--- src/hw/ebcs_pkg.sv ---
/*
 * Package for the external bus chip select block: register map, field
 * positions, decode constants, modes, commands and carrier structs.
 * Assumes a single 200 MHz core clock and a byte-wide register port.
 */
`default_nettype none

package ebcs_pkg;
    localparam int NUM_CS = 4;
    localparam logic [1:0] FOURTH_CHIP_SELECT = 2'h3;
    // Register port map, byte addresses
    localparam logic [4:0] ADDR_IRQ_STATUS = 5'h00;
    localparam logic [4:0] ADDR_IRQ_MASK = 5'h01;
    localparam logic [4:0] ADDR_BUS_ENABLE = 5'h02;
    localparam logic [4:0] ADDR_CS_FIRST = 5'h10;
    localparam logic [1:0] OFS_CS_CONTROL_A = 2'h0;
    localparam logic [1:0] OFS_CS_CONTROL_B = 2'h1;
    localparam logic [1:0] OFS_CS_BASE_LO = 2'h2;
    localparam logic [1:0] OFS_CS_BASE_HI = 2'h3;
    // Field positions
    localparam int CTRL_A_SIZE_LSB = 2;
    localparam int CTRL_B_INIT_BIT = 7;
    localparam int CTRL_B_SELF_REFRESH_BIT = 2;
    localparam int BASE_LO_FIELD_LSB = 4;
    // Region size decode
    localparam logic [4:0] SIZE_LAST_COMPARED = 5'h0f;
    localparam logic [4:0] SIZE_WHOLE_SPACE = 5'h10;
    localparam int SIZE_FIRST_LINE = 8;
    localparam int BASE_LOW_LINE = 12;
    // Peripheral 2x clock enable divider (core clock / 2)
    localparam logic [3:0] PER2_DIV_LAST = 4'h1;
    // Interrupt status bits
    localparam int IRQ_INIT_COMPLETE = 0;
    localparam int IRQ_SELF_REFRESH_EXIT = 1;
    localparam int IRQ_UNMAPPED = 2;
    localparam logic [7:0] IRQ_IMPLEMENTED = 8'h07;
    localparam logic [7:0] RESET_BYTE = 8'h00;

    typedef enum logic [1:0] {
        MODE_DISABLED = 2'b00,
        MODE_SRAM = 2'b01,
        MODE_LOW_PIN_COUNT_SRAM = 2'b10,
        MODE_SDRAM = 2'b11
    } ebcs_if_mode_t;

    localparam logic [1:0] ACCESS_NORMAL = 2'b00;
    localparam logic [1:0] ACCESS_LOAD_MODE = 2'b01;

    typedef enum logic [2:0] {
        CMD_NOP = 3'h0,
        CMD_READ = 3'h1,
        CMD_WRITE = 3'h2,
        CMD_LOAD_MODE = 3'h3,
        CMD_SELF_REFRESH = 3'h4
    } ebcs_sdram_cmd_t;

    typedef struct packed {
        ebcs_if_mode_t mode;
        logic [4:0] region_size_code;
        logic [2:0] ctl_b;
        logic [11:0] region_base;
    } ebcs_cs_cfg_t;

    typedef struct packed {
        logic [23:0] addr;
        logic write;
    } ebcs_acc_req_t;
endpackage

`default_nettype wire

--- src/hw/ebcs_top.sv ---
/*
 * Chip select configuration, address decode and access timing for the
 * external bus interface: four chip selects, wait states, SDRAM self-refresh
 * entry and exit, and an interrupt on block events.
 * Assumes all inputs are on i_core_clk; the SDRAM init sequencer and the
 * global timing registers live outside and feed i_sdram_init_done and
 * i_self_refresh_exit_delay.
 */
// Chosen here: the plain strobed port.
`timescale 1ns/100ps
`default_nettype none

module ebcs_top (
    input wire logic i_core_clk, // Core clock, 200 MHz
    input wire logic i_reset, // Synchronous reset, active high
    input wire logic [4:0] i_reg_addr, // Register byte address
    input wire logic [7:0] i_reg_wdata, // Register write data
    input wire logic i_reg_wr, // Register write strobe
    input wire logic i_reg_rd, // Register read strobe
    output logic [7:0] o_reg_rdata, // Read data, cycle after strobe
    input wire logic i_acc_valid, // Internal access request
    input wire ebcs_pkg::ebcs_acc_req_t i_acc, // Access address and direction
    output logic o_acc_ready, // Access taken when valid and ready
    output logic o_acc_done, // Access finished, one cycle
    output logic [3:0] o_chip_select, // Chip select lines, active high
    output logic o_low_pin_count_sram, // Selected region is low pin count SRAM
    output ebcs_pkg::ebcs_sdram_cmd_t o_sdram_cmd, // SDRAM command, one cycle
    output logic o_sdram_cke, // SDRAM clock enable
    input wire logic i_sdram_init_done, // Init sequence finished pulse
    input wire logic [2:0] i_self_refresh_exit_delay, // Exit delay in 2x cycles
    output logic o_irq // Interrupt, level
);
    import ebcs_pkg::*;

    typedef enum logic [2:0] {
        ST_IDLE = 3'b001,
        ST_WAIT = 3'b010,
        ST_DONE = 3'b100
    } ebcs_state_t;

    ebcs_cs_cfg_t cfg [NUM_CS];
    ebcs_state_t state;
    logic [3:0] div_cnt;
    logic per2_tick;
    logic bus_enable;
    logic [7:0] irq_status;
    logic [7:0] irq_mask;
    logic [7:0] irq_event;
    logic init_complete;
    logic sr_exiting;
    logic [2:0] sr_exit_cnt;
    logic [2:0] wait_cnt;
    logic [NUM_CS-1:0] hit;
    logic [1:0] hit_idx;
    logic any_hit;
    logic cs_wr;
    logic [1:0] cs_idx;
    logic sdram_live;
    logic sr_enter;
    logic sr_leave;
    logic status_read;
    logic accept;
    logic [7:0] next_rdata;

    // Peripheral 2x clock enable
    always_ff @(posedge i_core_clk) begin
        if (i_reset || div_cnt == PER2_DIV_LAST) begin
            div_cnt <= 4'h0;
        end else begin
            div_cnt <= div_cnt + 4'h1;
        end
    end
    assign per2_tick = (div_cnt == PER2_DIV_LAST);

    // Region decode
    always_comb begin
        logic [23:0] base_full;
        logic [23:0] cmp_mask;
        base_full = 24'h0;
        cmp_mask = 24'h0;
        for (int n = 0; n < NUM_CS; n++) begin
            base_full = {cfg[n].region_base, 12'h000};
            cmp_mask = 24'hffffff << (SIZE_FIRST_LINE + int'(cfg[n].region_size_code));
            if (cfg[n].mode == MODE_DISABLED) begin
                hit[n] = 1'b0;
            end else if (cfg[n].region_size_code == SIZE_WHOLE_SPACE) begin
                hit[n] = 1'b1;
            end else if (cfg[n].region_size_code > SIZE_LAST_COMPARED) begin
                hit[n] = 1'b0;
            end else begin
                hit[n] = ((i_acc.addr ^ base_full) & cmp_mask) == 24'h0;
            end
        end
    end

    always_comb begin
        hit_idx = 2'h0;
        for (int n = NUM_CS - 1; n >= 0; n--) begin
            if (hit[n]) begin
                hit_idx = 2'(n);
            end
        end
    end
    assign any_hit = |hit;

    assign cs_wr = i_reg_wr && i_reg_addr[4] == ADDR_CS_FIRST[4];
    assign cs_idx = i_reg_addr[3:2];
    assign sdram_live = bus_enable && cfg[FOURTH_CHIP_SELECT].mode == MODE_SDRAM;
    assign sr_enter = cs_wr && cs_idx == FOURTH_CHIP_SELECT && i_reg_addr[1:0] == OFS_CS_CONTROL_B
        && sdram_live && i_reg_wdata[CTRL_B_SELF_REFRESH_BIT]
        && !cfg[FOURTH_CHIP_SELECT].ctl_b[CTRL_B_SELF_REFRESH_BIT];
    assign sr_leave = cs_wr && cs_idx == FOURTH_CHIP_SELECT && i_reg_addr[1:0] == OFS_CS_CONTROL_B
        && !i_reg_wdata[CTRL_B_SELF_REFRESH_BIT]
        && cfg[FOURTH_CHIP_SELECT].ctl_b[CTRL_B_SELF_REFRESH_BIT];
    assign status_read = i_reg_rd && i_reg_addr == ADDR_IRQ_STATUS;

    // Chip select configuration registers
    always_ff @(posedge i_core_clk) begin
        if (i_reset) begin
            for (int n = 0; n < NUM_CS; n++) begin
                cfg[n] <= '0;
            end
        end else if (cs_wr) begin
            unique case (i_reg_addr[1:0])
                OFS_CS_CONTROL_A: begin
                    cfg[cs_idx].region_size_code <= i_reg_wdata[CTRL_A_SIZE_LSB +: 5];
                    if (cs_idx != FOURTH_CHIP_SELECT && i_reg_wdata[1:0] == MODE_SDRAM) begin
                        cfg[cs_idx].mode <= MODE_DISABLED;
                    end else begin
                        cfg[cs_idx].mode <= ebcs_if_mode_t'(i_reg_wdata[1:0]);
                    end
                end
                OFS_CS_CONTROL_B: cfg[cs_idx].ctl_b <= i_reg_wdata[2:0];
                OFS_CS_BASE_LO: cfg[cs_idx].region_base[3:0] <= i_reg_wdata[BASE_LO_FIELD_LSB +: 4];
                OFS_CS_BASE_HI: cfg[cs_idx].region_base[11:4] <= i_reg_wdata;
            endcase
        end
    end

    // Global enable and interrupt mask
    always_ff @(posedge i_core_clk) begin
        if (i_reset) begin
            bus_enable <= 1'b0;
            irq_mask <= RESET_BYTE;
        end else if (i_reg_wr && i_reg_addr == ADDR_BUS_ENABLE) begin
            bus_enable <= i_reg_wdata[0];
        end else if (i_reg_wr && i_reg_addr == ADDR_IRQ_MASK) begin
            irq_mask <= i_reg_wdata & IRQ_IMPLEMENTED;
        end
    end

    // SDRAM initialization complete flag
    always_ff @(posedge i_core_clk) begin
        if (i_reset || !sdram_live) begin
            init_complete <= 1'b0;
        end else if (i_sdram_init_done) begin
            init_complete <= 1'b1;
        end
    end

    // Self-refresh clock enable and exit delay
    always_ff @(posedge i_core_clk) begin
        if (i_reset) begin
            o_sdram_cke <= 1'b1;
            sr_exiting <= 1'b0;
            sr_exit_cnt <= 3'h0;
        end else if (sr_enter) begin
            o_sdram_cke <= 1'b0;
            sr_exiting <= 1'b0;
        end else if (sr_leave && !o_sdram_cke) begin
            o_sdram_cke <= 1'b1;
            sr_exiting <= 1'b1;
            sr_exit_cnt <= i_self_refresh_exit_delay;
        end else if (sr_exiting && sr_exit_cnt == 3'h0) begin
            sr_exiting <= 1'b0;
        end else if (sr_exiting && per2_tick) begin
            sr_exit_cnt <= sr_exit_cnt - 3'h1;
        end
    end

    // Interrupt status: set wins over the clear on read
    always_comb begin
        irq_event = 8'h00;
        irq_event[IRQ_INIT_COMPLETE] = sdram_live && i_sdram_init_done && !init_complete;
        irq_event[IRQ_SELF_REFRESH_EXIT] = sr_exiting && sr_exit_cnt == 3'h0 && !sr_enter;
        irq_event[IRQ_UNMAPPED] = accept && !any_hit;
    end

    always_ff @(posedge i_core_clk) begin
        if (i_reset) begin
            irq_status <= RESET_BYTE;
        end else if (status_read) begin
            irq_status <= irq_event;
        end else begin
            irq_status <= irq_status | irq_event;
        end
    end
    assign o_irq = |(irq_status & irq_mask);

    // Access sequencing; no new access while self-refresh is active or exiting
    assign o_acc_ready = state == ST_IDLE && o_sdram_cke && !sr_exiting && !sr_enter;
    assign accept = i_acc_valid && o_acc_ready;
    assign o_acc_done = state == ST_DONE;

    always_ff @(posedge i_core_clk) begin
        if (i_reset) begin
            state <= ST_IDLE;
            wait_cnt <= 3'h0;
            o_chip_select <= 4'h0;
            o_low_pin_count_sram <= 1'b0;
            o_sdram_cmd <= CMD_NOP;
        end else begin
            o_sdram_cmd <= sr_enter ? CMD_SELF_REFRESH : CMD_NOP;
            unique case (state)
                ST_IDLE: begin
                    if (accept) begin
                        state <= ST_DONE;
                        if (any_hit) begin
                            o_chip_select[hit_idx] <= 1'b1;
                            o_low_pin_count_sram <= cfg[hit_idx].mode == MODE_LOW_PIN_COUNT_SRAM;
                            if (cfg[hit_idx].mode == MODE_SDRAM) begin
                                if (cfg[hit_idx].ctl_b[1:0] == ACCESS_LOAD_MODE) begin
                                    o_sdram_cmd <= CMD_LOAD_MODE;
                                end else if (cfg[hit_idx].ctl_b[1:0] == ACCESS_NORMAL) begin
                                    o_sdram_cmd <= i_acc.write ? CMD_WRITE : CMD_READ;
                                end
                            end else if (cfg[hit_idx].ctl_b != 3'h0) begin
                                wait_cnt <= cfg[hit_idx].ctl_b;
                                state <= ST_WAIT;
                            end
                        end
                    end
                end
                ST_WAIT: begin
                    if (per2_tick) begin
                        wait_cnt <= wait_cnt - 3'h1;
                        if (wait_cnt == 3'h1) begin
                            state <= ST_DONE;
                        end
                    end
                end
                ST_DONE: begin
                    o_chip_select <= 4'h0;
                    o_low_pin_count_sram <= 1'b0;
                    state <= ST_IDLE;
                end
            endcase
        end
    end

    // Register read data, reserved bits zero
    always_comb begin
        ebcs_cs_cfg_t sel;
        sel = cfg[i_reg_addr[3:2]];
        next_rdata = 8'h00;
        if (i_reg_addr[4] == ADDR_CS_FIRST[4]) begin
            unique case (i_reg_addr[1:0])
                OFS_CS_CONTROL_A: next_rdata = {1'b0, sel.region_size_code, sel.mode};
                OFS_CS_CONTROL_B: begin
                    next_rdata = {5'h00, sel.ctl_b};
                    if (sel.mode == MODE_SDRAM) begin
                        next_rdata[CTRL_B_INIT_BIT] = init_complete;
                    end
                end
                OFS_CS_BASE_LO: next_rdata = {sel.region_base[3:0], 4'h0};
                OFS_CS_BASE_HI: next_rdata = sel.region_base[11:4];
            endcase
        end else if (i_reg_addr == ADDR_IRQ_STATUS) begin
            next_rdata = irq_status;
        end else if (i_reg_addr == ADDR_IRQ_MASK) begin
            next_rdata = irq_mask;
        end else if (i_reg_addr == ADDR_BUS_ENABLE) begin
            next_rdata = {7'h00, bus_enable};
        end
    end

    always_ff @(posedge i_core_clk) begin
        if (i_reset) begin
            o_reg_rdata <= RESET_BYTE;
        end else if (i_reg_rd) begin
            o_reg_rdata <= next_rdata;
        end else begin
            o_reg_rdata <= RESET_BYTE;
        end
    end
endmodule // ebcs_top

`default_nettype wire

--- config.mk ---
export PLATFORM = sky130hd
export DESIGN_NAME = ebcs_top
export DESIGN_NICKNAME = d
export VERILOG_FILES = /design/src/hw/ebcs_pkg.sv /design/src/hw/ebcs_top.sv
export SDC_FILE = /design/constraint.sdc
export NUM_CORES = 1
export LEC_CHECK = 0
export BUFFER_PORTS_ARGS = -buffer_cell sky130_fd_sc_hd__buf_4
export CAP_MARGIN = 20
export CORE_UTILIZATION = 44
export DETAILED_ROUTE_END_ITERATION = 16
export HOLD_SLACK_MARGIN = 0.15
export PLACE_DENSITY = 0.65
export SLEW_MARGIN = 40
export SYNTH_ARGS = -nofsm -noshare
export SYNTH_HDL_FRONTEND = slang
export SYNTH_SLANG_ARGS = --single-unit
export TNS_END_PERCENT = 5
--- constraint.sdc ---
create_clock -name i_core_clk -period 5.25 [get_ports i_core_clk]
set_input_delay 0.7875 -clock i_core_clk [delete_from_list [all_inputs] [get_ports i_core_clk]]
set_output_delay 0.7875 -clock i_core_clk [all_outputs]
set_load 0.005 [all_outputs]
==> results of run 1 <==
## worst min-delay path by stage
| stage | startpoint | endpoint | slack [ns] | depth (start not counted) |
|---|---|---|---|---|
| 2_1_floorplan | sr_exit_cnt[1]$_SDFFE_PP0P_ | sr_exit_cnt[1]$_SDFFE_PP0P_ | 0.43 | 2 |
| 3_3_place_gp | sr_exit_cnt[1]$_SDFFE_PP0P_ | sr_exit_cnt[1]$_SDFFE_PP0P_ | 0.44 | 2 |
| 3_5_place_dp | sr_exit_cnt[1]$_SDFFE_PP0P_ | sr_exit_cnt[1]$_SDFFE_PP0P_ | 0.45 | 2 |
| 4_1_cts | sr_exit_cnt[1]$_SDFFE_PP0P_ | sr_exit_cnt[1]$_SDFFE_PP0P_ | 0.46 | 2 |
| 5_1_grt | sr_exit_cnt[1]$_SDFFE_PP0P_ | sr_exit_cnt[1]$_SDFFE_PP0P_ | 0.47 | 2 |
| 6_report | sr_exit_cnt[1]$_SDFFE_PP0P_ | sr_exit_cnt[1]$_SDFFE_PP0P_ | 0.45 | 2 |
## registers in the layout, indices dropped and copies added, names as in the netlist
signal / count
o_low_pin_count_sram: 1
sr_exiting: 1
init_complete: 1
irq_status: 3
wait_cnt: 3
o_sdram_cke: 1
cfg: 88
sr_exit_cnt: 3
o_chip_select: 4
irq_mask: 3
bus_enable: 1
o_sdram_cmd: 3
div_cnt: 4
o_reg_rdata: 8
state: 3
## worst min-delay path: cells and delay by family, from the launching register on
kind	cells	cell delay (ns)
AO/OA/AOI/OAI	1	0.05
AND/OR/NAND/NOR	1	0.05
flip-flops	1	0.31
## power groups by stage
stage	sequential (mW)	combinational, mW	clock, mW
final	1.22	0.523	1.14
after global placement	1.23	0.512	0
after global routing	1.22	0.568	1.18
after floorplan	1.19	0.367	0
after detailed placement	1.23	0.513	0
after CTS	1.21	0.517	1.14
## through the flow
step                      hold WS (ns)  utilization  instances  cell area, sq um
final                            0.453        0.518       1111              9350
after global routing             0.473        0.518       1111              9350
after CTS                        0.458        0.518       1111              9350
after detailed placement         0.449        0.487       1079              8770
after global placement           0.444        0.486       1079              8760
after floorplan                  0.432            -        820              8140
## layout make-up
cell class	count	area, sq um
clock buffers	19	475
multi-input cells	608	4370
inverters	45	169
repair buffers	70	526
well taps	229	287
fillers	1636	8680
flip-flops and latches	127	3420
clock inverters	13	95.1
## cell usage after synthesis, types with 4 or more instances
cell / number / share of area
a21boi_0: 4 / 0.0037
nand4_1: 9 / 0.0069
nand2_1: 60 / 0.028
o221ai_1: 4 / 0.0043
a21o_1: 5 / 0.0046
a22oi_1: 7 / 0.0065
mux4_2: 22 / 0.061
mux2_2: 4 / 0.0055
dfxtp_1: 39 / 0.096
xor2_1: 18 / 0.019
a221oi_2: 4 / 0.0074
edfxtp_1: 88 / 0.32
a21oi_1: 48 / 0.030
buf_1: 4 / 0.0018
o21ai_0: 40 / 0.025
nor3_1: 15 / 0.0092
a221oi_1: 6 / 0.0065
nor2_1: 93 / 0.043
buf_4: 4 / 0.0037
o21a_1: 4 / 0.0037
nor3b_1: 5 / 0.0046
nand3_1: 17 / 0.010
inv_1: 39 / 0.018
ha_1: 26 / 0.040
a211oi_1: 4 / 0.0037
o211ai_1: 4 / 0.0037
nand3b_1: 6 / 0.0055
xnor2_1: 32 / 0.034
mux2i_1: 8 / 0.0098
a31oi_1: 11 / 0.0085
clkbuf_1: 15 / 0.0069
nand2b_1: 11 / 0.0085
buf_2: 15 / 0.0092
inv_2: 4 / 0.0018
nor2b_1: 11 / 0.0085
and2_1: 45 / 0.035
o31ai_1: 6 / 0.0055
or2_2: 6 / 0.0046
## per-layer routing
| metal | routed length (um) | vias to the layer above |
|---|---|---|
| met4 | 499 | 0 |
| met3 | 2270 | 40 |
| met2 | 10700 | 376 |
| met1 | 10700 | 3222 |
| met5 | 0 | - |
| li1 | - | 3112 |
## logic make-up after synthesis
family,Yosys count
simple gates,298
compound gates,200
flops,127
buf+inv,85
xor+xnor,50
mux,34
fa+ha+maj,26
==> summary.md, run 1 <==
| Metric | Value |
|---|---|
| Site Rows | 49 |
| TritonRoute pass-1 iters | 8 |
| Setup crit end | wait_cnt[2]$_SDFFE_PP0P_ |
| Die area | 19,100 sq um |
| CTS tree | yes |
| Setup slack, reg-to-reg | 1.10 ns |
| RSZ-0062 raised after global routing | no |
| Cell-internal power | 2.02 mW |
| Worst min path class | reg2reg |
| Post-Syn Nets | 893 |
| Slowest CP cell | edfxtp_1 |
| Worst slack, placed | 1.18 ns |
| Vias in the first global route | 6,313 |
| Detailed Route Iter0 Violations | 760 |
| HPWL Detailed | 18.2 mm |
| Number of I/O pins | 67 |
| Adder-cell share of the synthesized area | 0.0400 |
| Remaining DRCs | 0 |
| CTS buffer count | 17 |
| Worst R2R Start | cfg[1][18]$_SDFFCE_PN0P_ |
| Reg2reg path depth | 14 |
| Most Frequent Cell on Critical Path | a21oi_1 |
| Net switching power | 0.861 mW |
| Multiplexer share of the synthesized area | 0.0762 |
| Critical Path RT | 5.56 ns |
| Pwr dens | 308 nW/um^2 |
| Worst EP arrival | 4.46 ns |
| Root Driver | clkbuf_16 |
| Crit-path max cell delay | 0.64 ns |
| DRT Wirelength | 24.1 mm |
| Peak supply drop | 215 uV |
| Antenna Diode Count | 0 |
| Number of synthesized flops with an enable pin | 88 |
| Main synth FF type | edfxtp_1 |
| DIE WIDTH | 138 um |
| Antenna Violating Nets Remaining | 0 |
| CP max FO | 14 |
| CP Class | reg2reg |
| PortBufs | 66 |
| Fmax achieved | 241 MHz |
| Reg power frac | 0.423 |
| Setup-failing EPs final | 0 |
| Placer Congestion | 0.980 |
| Area grow syn2layout | 14.8% |
| WP buf/inv | 2 |
| Reg-to-Reg End | wait_cnt[2]$_SDFFE_PP0P_ |
| # Max-Cap Violations | 0 |
| Count of final hold-check violations | 0 |
| Sw Share | 0.299 |
| Family with the most delay on the worst path | compound AO/OA/AOI/OAI gates |
| Worst Max-Slew Pin Slew | 0.830 ns |
| Crit path depth | 14 |
| Simple-Gate Fraction of Synth Area | 0.184 |
| Post-Synthesis Cell Area | 8140 sq um |
| Largest family of logic cells by synthesized area | simple AND/OR/NAND/NOR gates |
| GRT met3 Usage | 0.0381 |
| Post-synthesis compound-gate area fraction | 0.181 |
| Syn_area_per_cell | 9.93 sq um |
| Tot Pwr | 2.88 mW |
| Status | finished, final reports clean |
| Minimum clock period | 4.15 ns |
| Cell Chain, Critical Path | inv_1, ha_1, o21ai_0, a21oi_1, o211ai_1, a2111oi_2, a31oi_1, buf_4, o211a_2, a21oi_2, o32ai_2, o32ai_4, a21oi_1, o221a_1 |
| Setup crit start | cfg[1][18]$_SDFFCE_PN0P_ |
| Fin. max-slew vios | 0 |
| Post-CTS Setup Bufs | 0 |
| Cells after synthesis | 820 |
| Core area | 18,000 sq um |
| Setup TNS | 0 ns |
| Seq/Total Area, Yosys | 0.420 |
| Initial antenna violation count | 0 |
| M2 GR Usage | 0.385 |
| Clock transition at path regs | 0.06 ns |
| First-pass GRT wire length | 37.1 mm |
| # clock sinks | 127 |
| Largest net degree at the start of global routing | 29 |
| # H-tree levels | 4 |
| Met1 global-route usage | 0.375 |
| Clk_skew | 0.00772 ns |
| Initial Util | 0.452 |
| Post-CTS sizing | 0 |
| Vias/cell | 6.08 |
| Busiest grt layer | met2 |
| Hold buffer count at CTS | 0 |
| Max Buffers Root-to-Sink | 2 |
| Async SR Flop Fraction | 0 |
| Worst setup margin | 1.10 ns |
| Leakage | 3.57 nW |
| Period utilization | 0.790 |
| Die H | 138 um |
| Share of cells above drive strength 1 | 0.187 |
| Gr usage total | 0.255 |
| Clk Latency, worst-skew pair | 0.42 ns |
| Comb pwr share | 0.182 |
| Via count | 6,750 |
| Final #Nets | 942 |
| Synth Area in XOR/XNOR | 0.0538 |
| Distinct cells, synth | 85 |
| Number of synthesized register bits | 127 |
| Max-slew headroom | 0.443 |
| Synthesis Warnings | 0 |
| Most frequent cells in the layout | nor2_1 (93), edfxtp_1 (88), buf_4 (70) |
| Routed WL per cell | 21.7 um |
| Remaining global-route overflow | 0 |
| Setup crit end kind | flip-flop |
| Commonest non-fill, non-tap cell in the layout | nor2_1 |
| Critical Path Start Type | flip-flop |
| Clk pwr share | 0.396 |
No activity file was read; power rests on OpenSTA's default activity.
==> inputs of run 2 (changes only) <==
--- a/config.mk
+++ b/config.mk
@@ -10,7 +10,7 @@
 export CORE_UTILIZATION = 44
 export DETAILED_ROUTE_END_ITERATION = 16
 export HOLD_SLACK_MARGIN = 0.15
-export PLACE_DENSITY = 0.65
+export PLACE_DENSITY = 0.67
 export SLEW_MARGIN = 40
 export SYNTH_ARGS = -nofsm -noshare
 export SYNTH_HDL_FRONTEND = slang
==> constraint.sdc (replaced) <==
create_clock -name i_core_clk -period 3.7 [get_ports i_core_clk]
set_input_delay 0.555 -clock i_core_clk [delete_from_list [all_inputs] [get_ports i_core_clk]]
set_output_delay 0.555 -clock i_core_clk [all_outputs]
set_load 0.005 [all_outputs]
==> run 2 against run 1 <==
Net effect:
- utilization rose by 1.0 points
- critical path type unchanged
- total power rose by 42%
- non-clock buffer count rose by 28
- critical endpoint unchanged
==> summary.md, run 2 (synthesis gave the netlist of run 1 again) <==
| Metric | Value |
|---|---|
| Status | finished, final reports clean |
| # clock sinks | 127 (unchanged) |
| Max-slew headroom | 0.415 (-0.0284) |
| Max FFs per register | 88 (unchanged) |
| Largest Register | cfg |
| CP max FO | 9 (-5) |
| Reg2reg path depth | 14 (unchanged) |
| Via count | 6,918 (+2.5%) |
| Pwr dens | 428 nW/um^2 (+39%) |
| Setup slack, reg-to-reg | 0.18 ns (-0.92 ns) |
| DRT Wirelength | 24.9 mm (+3.1%) |
| Count of final hold-check violations | 0 (unchanged) |
| Reg-to-Reg End | wait_cnt[2]$_SDFFE_PP0P_ |
| Vias/cell | 6.07 (about the same) |
| Multi-input gate area | 4370 sq um (about the same) |
| Peak supply drop | 321 uV (+49%) |
| # Max-Cap Violations | 0 (unchanged) |
| CP Class | reg2reg |
| Clk Latency, worst-skew pair | 0.43 ns (about the same) |
| Remaining global-route overflow | 0 (unchanged) |
| Remaining DRCs | 0 (unchanged) |
| Leakage | 3.67 nW (+2.9%) |
| Min-Delay Endpoint | o_sdram_cmd[0]$_SDFF_PP0_ |
| Fmax achieved | 284 MHz (+18%) |
| Worst R2R Start | cfg[1][19]$_SDFFCE_PN0P_ |
| Placer Congestion | 0.985 (+0.51%) |
| Detailed Route Iter0 Violations | 842 (+11%) |
| Critical Path Start Type | flip-flop |
| Antenna Violating Nets Remaining | 0 (unchanged) |
| Site Rows | 49 (unchanged) |
| Critical Path RT | 4.02 ns (-1.54 ns) |
| # H-tree levels | 4 (unchanged) |
| Max Buffers Root-to-Sink | 2 (unchanged) |
| Worst Max-Slew Pin Slew | 0.870 ns (+0.0402 ns) |
| WP buf/inv | 4 (+2) |
| Top Registers | cfg (88), o_reg_rdata (8) |
| Slowest CP cell | a311oi_1 |
| Area grow syn2layout | 17.0% |
| Antenna Diode Count | 0 (unchanged) |
| DIE WIDTH | 138 um (unchanged) |
| Clock transition at path regs | 0.06 ns (about the same) |
| Period utilization | 0.952 (+0.162) |
| Worst setup margin | 0.177 ns (-0.924 ns) |
| Vias in the first global route | 6,545 (+3.7%) |
| Worst EP arrival | 3.85 ns (-0.61 ns) |
| Final #Nets | 970 (+3.0%) |
| Cell Chain, Critical Path | inv_1, ha_1, buf_4, inv_1, a21oi_1, o221ai_1, a311oi_1, a31oi_2, buf_4, o221a_4, o32a_1, o32ai_4, a21oi_1, o221a_1 |
| Crit-path max cell delay | 0.42 ns (-0.22 ns) |
| Clk_skew | 0.00966 ns (+0.00194 ns) |
| Hold Path Cell Cnt | 2 (unchanged) |
| Routed WL per cell | 21.8 um (+0.57%) |
| Minimum clock period | 3.52 ns (-0.626 ns) |
| Most frequent cells in the layout | buf_4 (98), nor2_1 (92), edfxtp_1 (88) |
| Initial Util | 0.452 (unchanged) |
| Share of cells above drive strength 1 | 0.212 (+0.0250) |
| Family with the most delay on the worst path | compound AO/OA/AOI/OAI gates |
| Register area | 3420 sq um (unchanged) |
| CTS buffer count | 17 (unchanged) |
| Die area | 19,100 sq um (unchanged) |
| First-pass GRT wire length | 38.4 mm (+3.6%) |
| Die H | 138 um (unchanged) |
| Initial antenna violation count | 0 (unchanged) |
| Gr usage total | 0.264 (+0.00874) |
| Fin. max-slew vios | 0 (unchanged) |
| CTS tree | yes |
| Worst slack, placed | 0.161 ns (-1.02 ns) |
| Setup crit end kind | flip-flop |
| Commonest non-fill, non-tap cell in the layout | buf_4 |
| HPWL Detailed | 18.8 mm (+3.3%) |
| Core area | 18,000 sq um (unchanged) |
| Hold Startpoint | i_acc[0] |
| Root Driver | clkbuf_16 |
| Final Util | 0.528 (+0.0100) |
| Setup-failing EPs final | 0 (unchanged) |
| PortBufs | 66 (unchanged) |
| Largest net degree at the start of global routing | 29 (unchanged) |
| Worst min path class | in2reg |
| Number of I/O pins | 67 (unchanged) |
| TritonRoute pass-1 iters | 7 (-1) |
| Layout filler cell count | 1,650 (+0.86%) |
==> run 2: cell count changes in the layout (fill, tap and decap cells not counted), sizes merged <==
cell      previous run  this run
buf                 70        98
clkinvlp             0         1
inv                 53        52
==> run 2: final cells by class <==
class | instances | area share
clock buffers | 19 | 0.0456
inverters | 45 | 0.0177
flip-flops and latches | 127 | 0.359
well taps | 229 | 0.0301
repair buffers | 98 | 0.0772
clock inverters | 13 | 0.0109
multi-input cells | 608 | 0.459
==> run 2: report_power, final <==
part / internal [mW] / total, mW / leakage (nW) / switching [mW]
Sequential: 1.61 / 1.71 / 1.16 / 0.0998
Combinational: 0.342 / 0.810 / 2.25 / 0.468
Clock: 0.873 / 1.56 / 0.269 / 0.689
Total: 2.82 / 4.08 / 3.67 / 1.26
==> run 2: worst max path at each step <==
stage	endpoint	startpoint	cells past startpoint
2_1_floorplan	wait_cnt[0]$_SDFFE_PP0P_	cfg[1][18]$_SDFFCE_PN0P_	15
3_3_place_gp	wait_cnt[2]$_SDFFE_PP0P_	cfg[3][19]$_DFFE_PP_	12
3_5_place_dp	wait_cnt[2]$_SDFFE_PP0P_	i_acc[20]	12
4_1_cts	wait_cnt[2]$_SDFFE_PP0P_	cfg[3][19]$_DFFE_PP_	12
5_1_grt	wait_cnt[0]$_SDFFE_PP0P_	cfg[3][19]$_DFFE_PP_	12
6_report	wait_cnt[2]$_SDFFE_PP0P_	cfg[1][19]$_SDFFCE_PN0P_	14
==> run 2: repair_timing <==
action                     4_1_cts  5_1_grt
setup endpoints to repair        0        4
buffers inserted                 0        3
gates resized for setup          0        4
hold buffers                     0        0
==> run 2: stage by stage <==
stage | std cells | hold slack (ns) | total power [mW] | area [sq um] | setup TNS (ns)
after floorplan | 820 | 0.432 | 2.21 | 8140 | 0
after global placement | 1104 | 0.440 | 2.51 | 8950 | 0
after detailed placement | 1104 | 0.445 | 2.52 | 8950 | 0
after CTS | 1136 | 0.309 | 4.06 | 9490 | 0
after global routing | 1139 | 0.319 | 4.21 | 9530 | -0.0369
final | 1139 | 0.313 | 4.08 | 9530 | 0
==> run 2: per-layer routing <==
layer	vias to the layer above	GRT usage	share of wire	routed length (um)
li1	3178	-	-	-
met1	3339	0.377	0.43	10800
met2	353	0.400	0.45	11200
met4	0	0.0896	0.026	635
met3	48	0.0499	0.091	2250
met5	-	0	0	0
==> inputs of run 3 (changes only) <==
--- a/config.mk
+++ b/config.mk
@@ -10,7 +10,7 @@
 export CORE_UTILIZATION = 44
 export DETAILED_ROUTE_END_ITERATION = 16
 export HOLD_SLACK_MARGIN = 0.15
-export PLACE_DENSITY = 0.67
+export PLACE_DENSITY_LB_ADDON = 0.05
 export SLEW_MARGIN = 40
 export SYNTH_ARGS = -nofsm -noshare
 export SYNTH_HDL_FRONTEND = slang
==> run 3 against run 2 <==
Net effect:
- sequential share of layout area is 0.15 points lower
- total power is 0.66% higher
- register-to-register slack better by 0.03 ns
- worst hold slack better by 0.0046 ns
- critical path type unchanged
- largest power group unchanged
==> summary.md, run 3 (synthesis gave the netlist of run 1 again) <==
| Metric | Value |
|---|---|
| Status | finished, final reports clean |
| Worst Max-Slew Pin Slew | 0.674 ns (-0.196 ns) |
| Reg power frac | 0.416 (-0.003) |
| Site Rows | 49 (unchanged) |
| Fin. max-slew vios | 0 (unchanged) |
| Initial antenna violation count | 0 (unchanged) |
| WL met1 | 12.0 mm (+11%) |
| Hold buffer count at CTS | 0 (unchanged) |
| Critical Path RT | 4.01 ns (about the same) |
| Most frequent cells in the layout | buf_4 (98), nor2_1 (92), edfxtp_1 (88) |
| TritonRoute pass-1 iters | 5 (-2) |
| Placer Congestion | 0.889 (-9.7%) |
| Period utilization | 0.945 (-0.00729) |
| First-pass GRT wire length | 40.4 mm (+5.2%) |
| Setup-failing EPs final | 0 (unchanged) |
| Final hold slack | 0.317 ns (+0.00455 ns) |
| CP max FO | 9 (unchanged) |
| DIE WIDTH | 138 um (unchanged) |
| Worst min path class | in2reg |
| RSZ-0062 raised after global routing | no |
| Die H | 138 um (unchanged) |
| Pwr dens | 429 nW/um^2 (+0.25%) |
| Core area | 18,000 sq um (unchanged) |
| Cell Area, Placed | 8980 sq um (+0.31%) |
| Worst R2R Start | cfg[2][18]$_SDFFCE_PN0P_ |
| HPWL Detailed | 20.5 mm (+8.7%) |
| Setup crit end | wait_cnt[2]$_SDFFE_PP0P_ |
| Initial Util | 0.452 (unchanged) |
| PortBufs | 66 (unchanged) |
| Clk Latency, worst-skew pair | 0.41 ns (-0.02 ns) |
| Setup slack, reg-to-reg | 0.20 ns (+0.03 ns) |
| Commonest non-fill, non-tap cell in the layout | buf_4 |
| Worst setup margin | 0.204 ns (+0.0270 ns) |
| # clock sinks | 127 (unchanged) |
| Detailed Route Iter0 Violations | 570 (-32%) |
| CTS tree | yes |
| Minimum clock period | 3.50 ns (-0.0270 ns) |
| Largest net degree at the start of global routing | 29 (unchanged) |
| Area grow syn2layout | 17.5% |
| Gr usage total | 0.281 (+0.0174) |
| Comb pwr share | 0.203 (+0.005) |
| DRT Wirelength | 26.4 mm (+6.3%) |
| Cell-internal power | 2.90 mW (+2.7%) |
| Finished Cell Area | 9560 sq um (+0.41%) |
| Remaining DRCs | 0 (unchanged) |
| Via count | 6,922 (+0.058%) |
| Post-CTS Setup Bufs | 0 (unchanged) |
| Metal3 WL | 2.36 mm (+4.8%) |
| Reg2reg path depth | 13 (-1) |
| Sw Share | 0.293 (-0.0144) |
| Share of cells above drive strength 1 | 0.210 (-0.00220) |
| Net switching power | 1.21 mW (-4.1%) |
| Setup crit end kind | flip-flop |
| Worst slack, placed | 0.120 ns (-0.0414 ns) |
| Antenna Diode Count | 0 (unchanged) |
| Leakage | 3.69 nW (+0.51%) |
| Worst EP arrival | 3.80 ns (-0.05 ns) |
| Remaining global-route overflow | 0 (unchanged) |
| CP Class | reg2reg |
| Critical Path Start Type | flip-flop |
| Antenna Violating Nets Remaining | 0 (unchanged) |
| Max Buffers Root-to-Sink | 2 (unchanged) |
| # H-tree levels | 4 (unchanged) |
| Die area | 19,100 sq um (unchanged) |
| Clk pwr share | 0.382 (about the same) |
| Hold Path Cell Cnt | 2 (unchanged) |
| Top Registers | cfg (88), o_reg_rdata (8) |
| Number of I/O pins | 67 (unchanged) |
| Setup crit start | cfg[2][18]$_SDFFCE_PN0P_ |
| CTS buffer count | 17 (unchanged) |
| Reg-to-Reg End | wait_cnt[2]$_SDFFE_PP0P_ |
| Clk_skew | 0.0140 ns (+0.00431 ns) |
| Routed WL per cell | 23.2 um (+6.3%) |
| Vias in the first global route | 6,797 (+3.9%) |
| Top Metal Used | met4 |
| Wire length on met2 | 11.5 mm (+2.9%) |
| Final #Nets | 970 (unchanged) |
| # Max-Cap Violations | 0 (unchanged) |
| Setup TNS | 0 ns (unchanged) |
| Clock transition at path regs | 0.06 ns (about the same) |
| Fmax achieved | 286 MHz (+0.77%) |
| Largest Register | cfg |
| Root Driver | clkbuf_16 |
| Max-slew headroom | 0.547 (+0.132) |
| Vias/cell | 6.08 (about the same) |
| Count of final hold-check violations | 0 (unchanged) |
| Peak supply drop | 333 uV (+3.8%) |
| Max FFs per register | 88 (unchanged) |
| Tot Pwr | 4.11 mW (+0.66%) |
## run 3: changes by cell type in the layout (fill, tap and decap cells not counted), moves of 2 or more
cell / delta
clkbuf_1: +2
clkbuf_16: +2
clkinv_2: +2
inv_6: -5
## run 3: through the flow
step           utilization  cells
2_1_floorplan            -    820
3_3_place_gp         0.498   1107
3_5_place_dp         0.498   1107
4_1_cts              0.529   1139
5_1_grt              0.531   1139
6_report             0.531   1139
## run 3: power groups by stage
stage               Sequential, mW  Clock (mW)  Combinational, mW
detailed placement            1.73           0              0.807
global placement              1.73           0              0.797
floorplan                     1.69           0              0.520
CTS                           1.70        1.58              0.812
global route                  1.72        1.65              0.897
finish                        1.71        1.57              0.833
## run 3: routing by layer
metal | track usage | vias to the layer above
li1 | - | 3174
met1 | 0.412 | 3378
met2 | 0.411 | 334
met3 | 0.0627 | 36
met4 | 0.0891 | 0
met5 | 0 | -
## run 3: worst max-delay path, cell delays in order (launching register included)
cell      delay (ns)
edfxtp_1        0.45
buf_4           0.21
ha_1            0.20
and2_0          0.16
a221oi_2        0.35
inv_2           0.08
a31oi_4         0.19
nand2_1         0.12
o21a_1          0.25
o221a_4         0.27
o32a_1          0.37
o32ai_4         0.32
a21oi_1         0.15
o221a_1         0.27
## run 3: worst min-delay path by stage
| stage | startpoint | end | slack [ns] |
|---|---|---|---|
| global placement | sr_exit_cnt[1]$_SDFFE_PP0P_ | sr_exit_cnt[1]$_SDFFE_PP0P_ | 0.44 |
| CTS | i_acc[0] | o_sdram_cmd[0]$_SDFF_PP0_ | 0.30 |
| detailed placement | sr_exit_cnt[1]$_SDFFE_PP0P_ | sr_exit_cnt[1]$_SDFFE_PP0P_ | 0.45 |
| finish | i_acc[0] | o_sdram_cmd[0]$_SDFF_PP0_ | 0.32 |
| global route | i_acc[0] | o_sdram_cmd[0]$_SDFF_PP0_ | 0.32 |
| floorplan | sr_exit_cnt[1]$_SDFFE_PP0P_ | sr_exit_cnt[1]$_SDFFE_PP0P_ | 0.43 |
## run 3: cell type report
cell class / instances / area [sq um]
Fill cell: 1657 / 8460
Multi-Input combinational cell: 608 / 4400
Sequential cell: 127 / 3420
Timing Repair Buffer: 98 / 736
Clock buffer: 23 / 500
Tap cell: 229 / 287
Inverter: 45 / 169
Clock inverter: 9 / 52.6
## run 3: what timing repair did
action,4_1_cts,5_1_grt
endpoints found under the hold margin,0,0
endpoints found under the setup margin,0,5
gates resized for setup,0,6
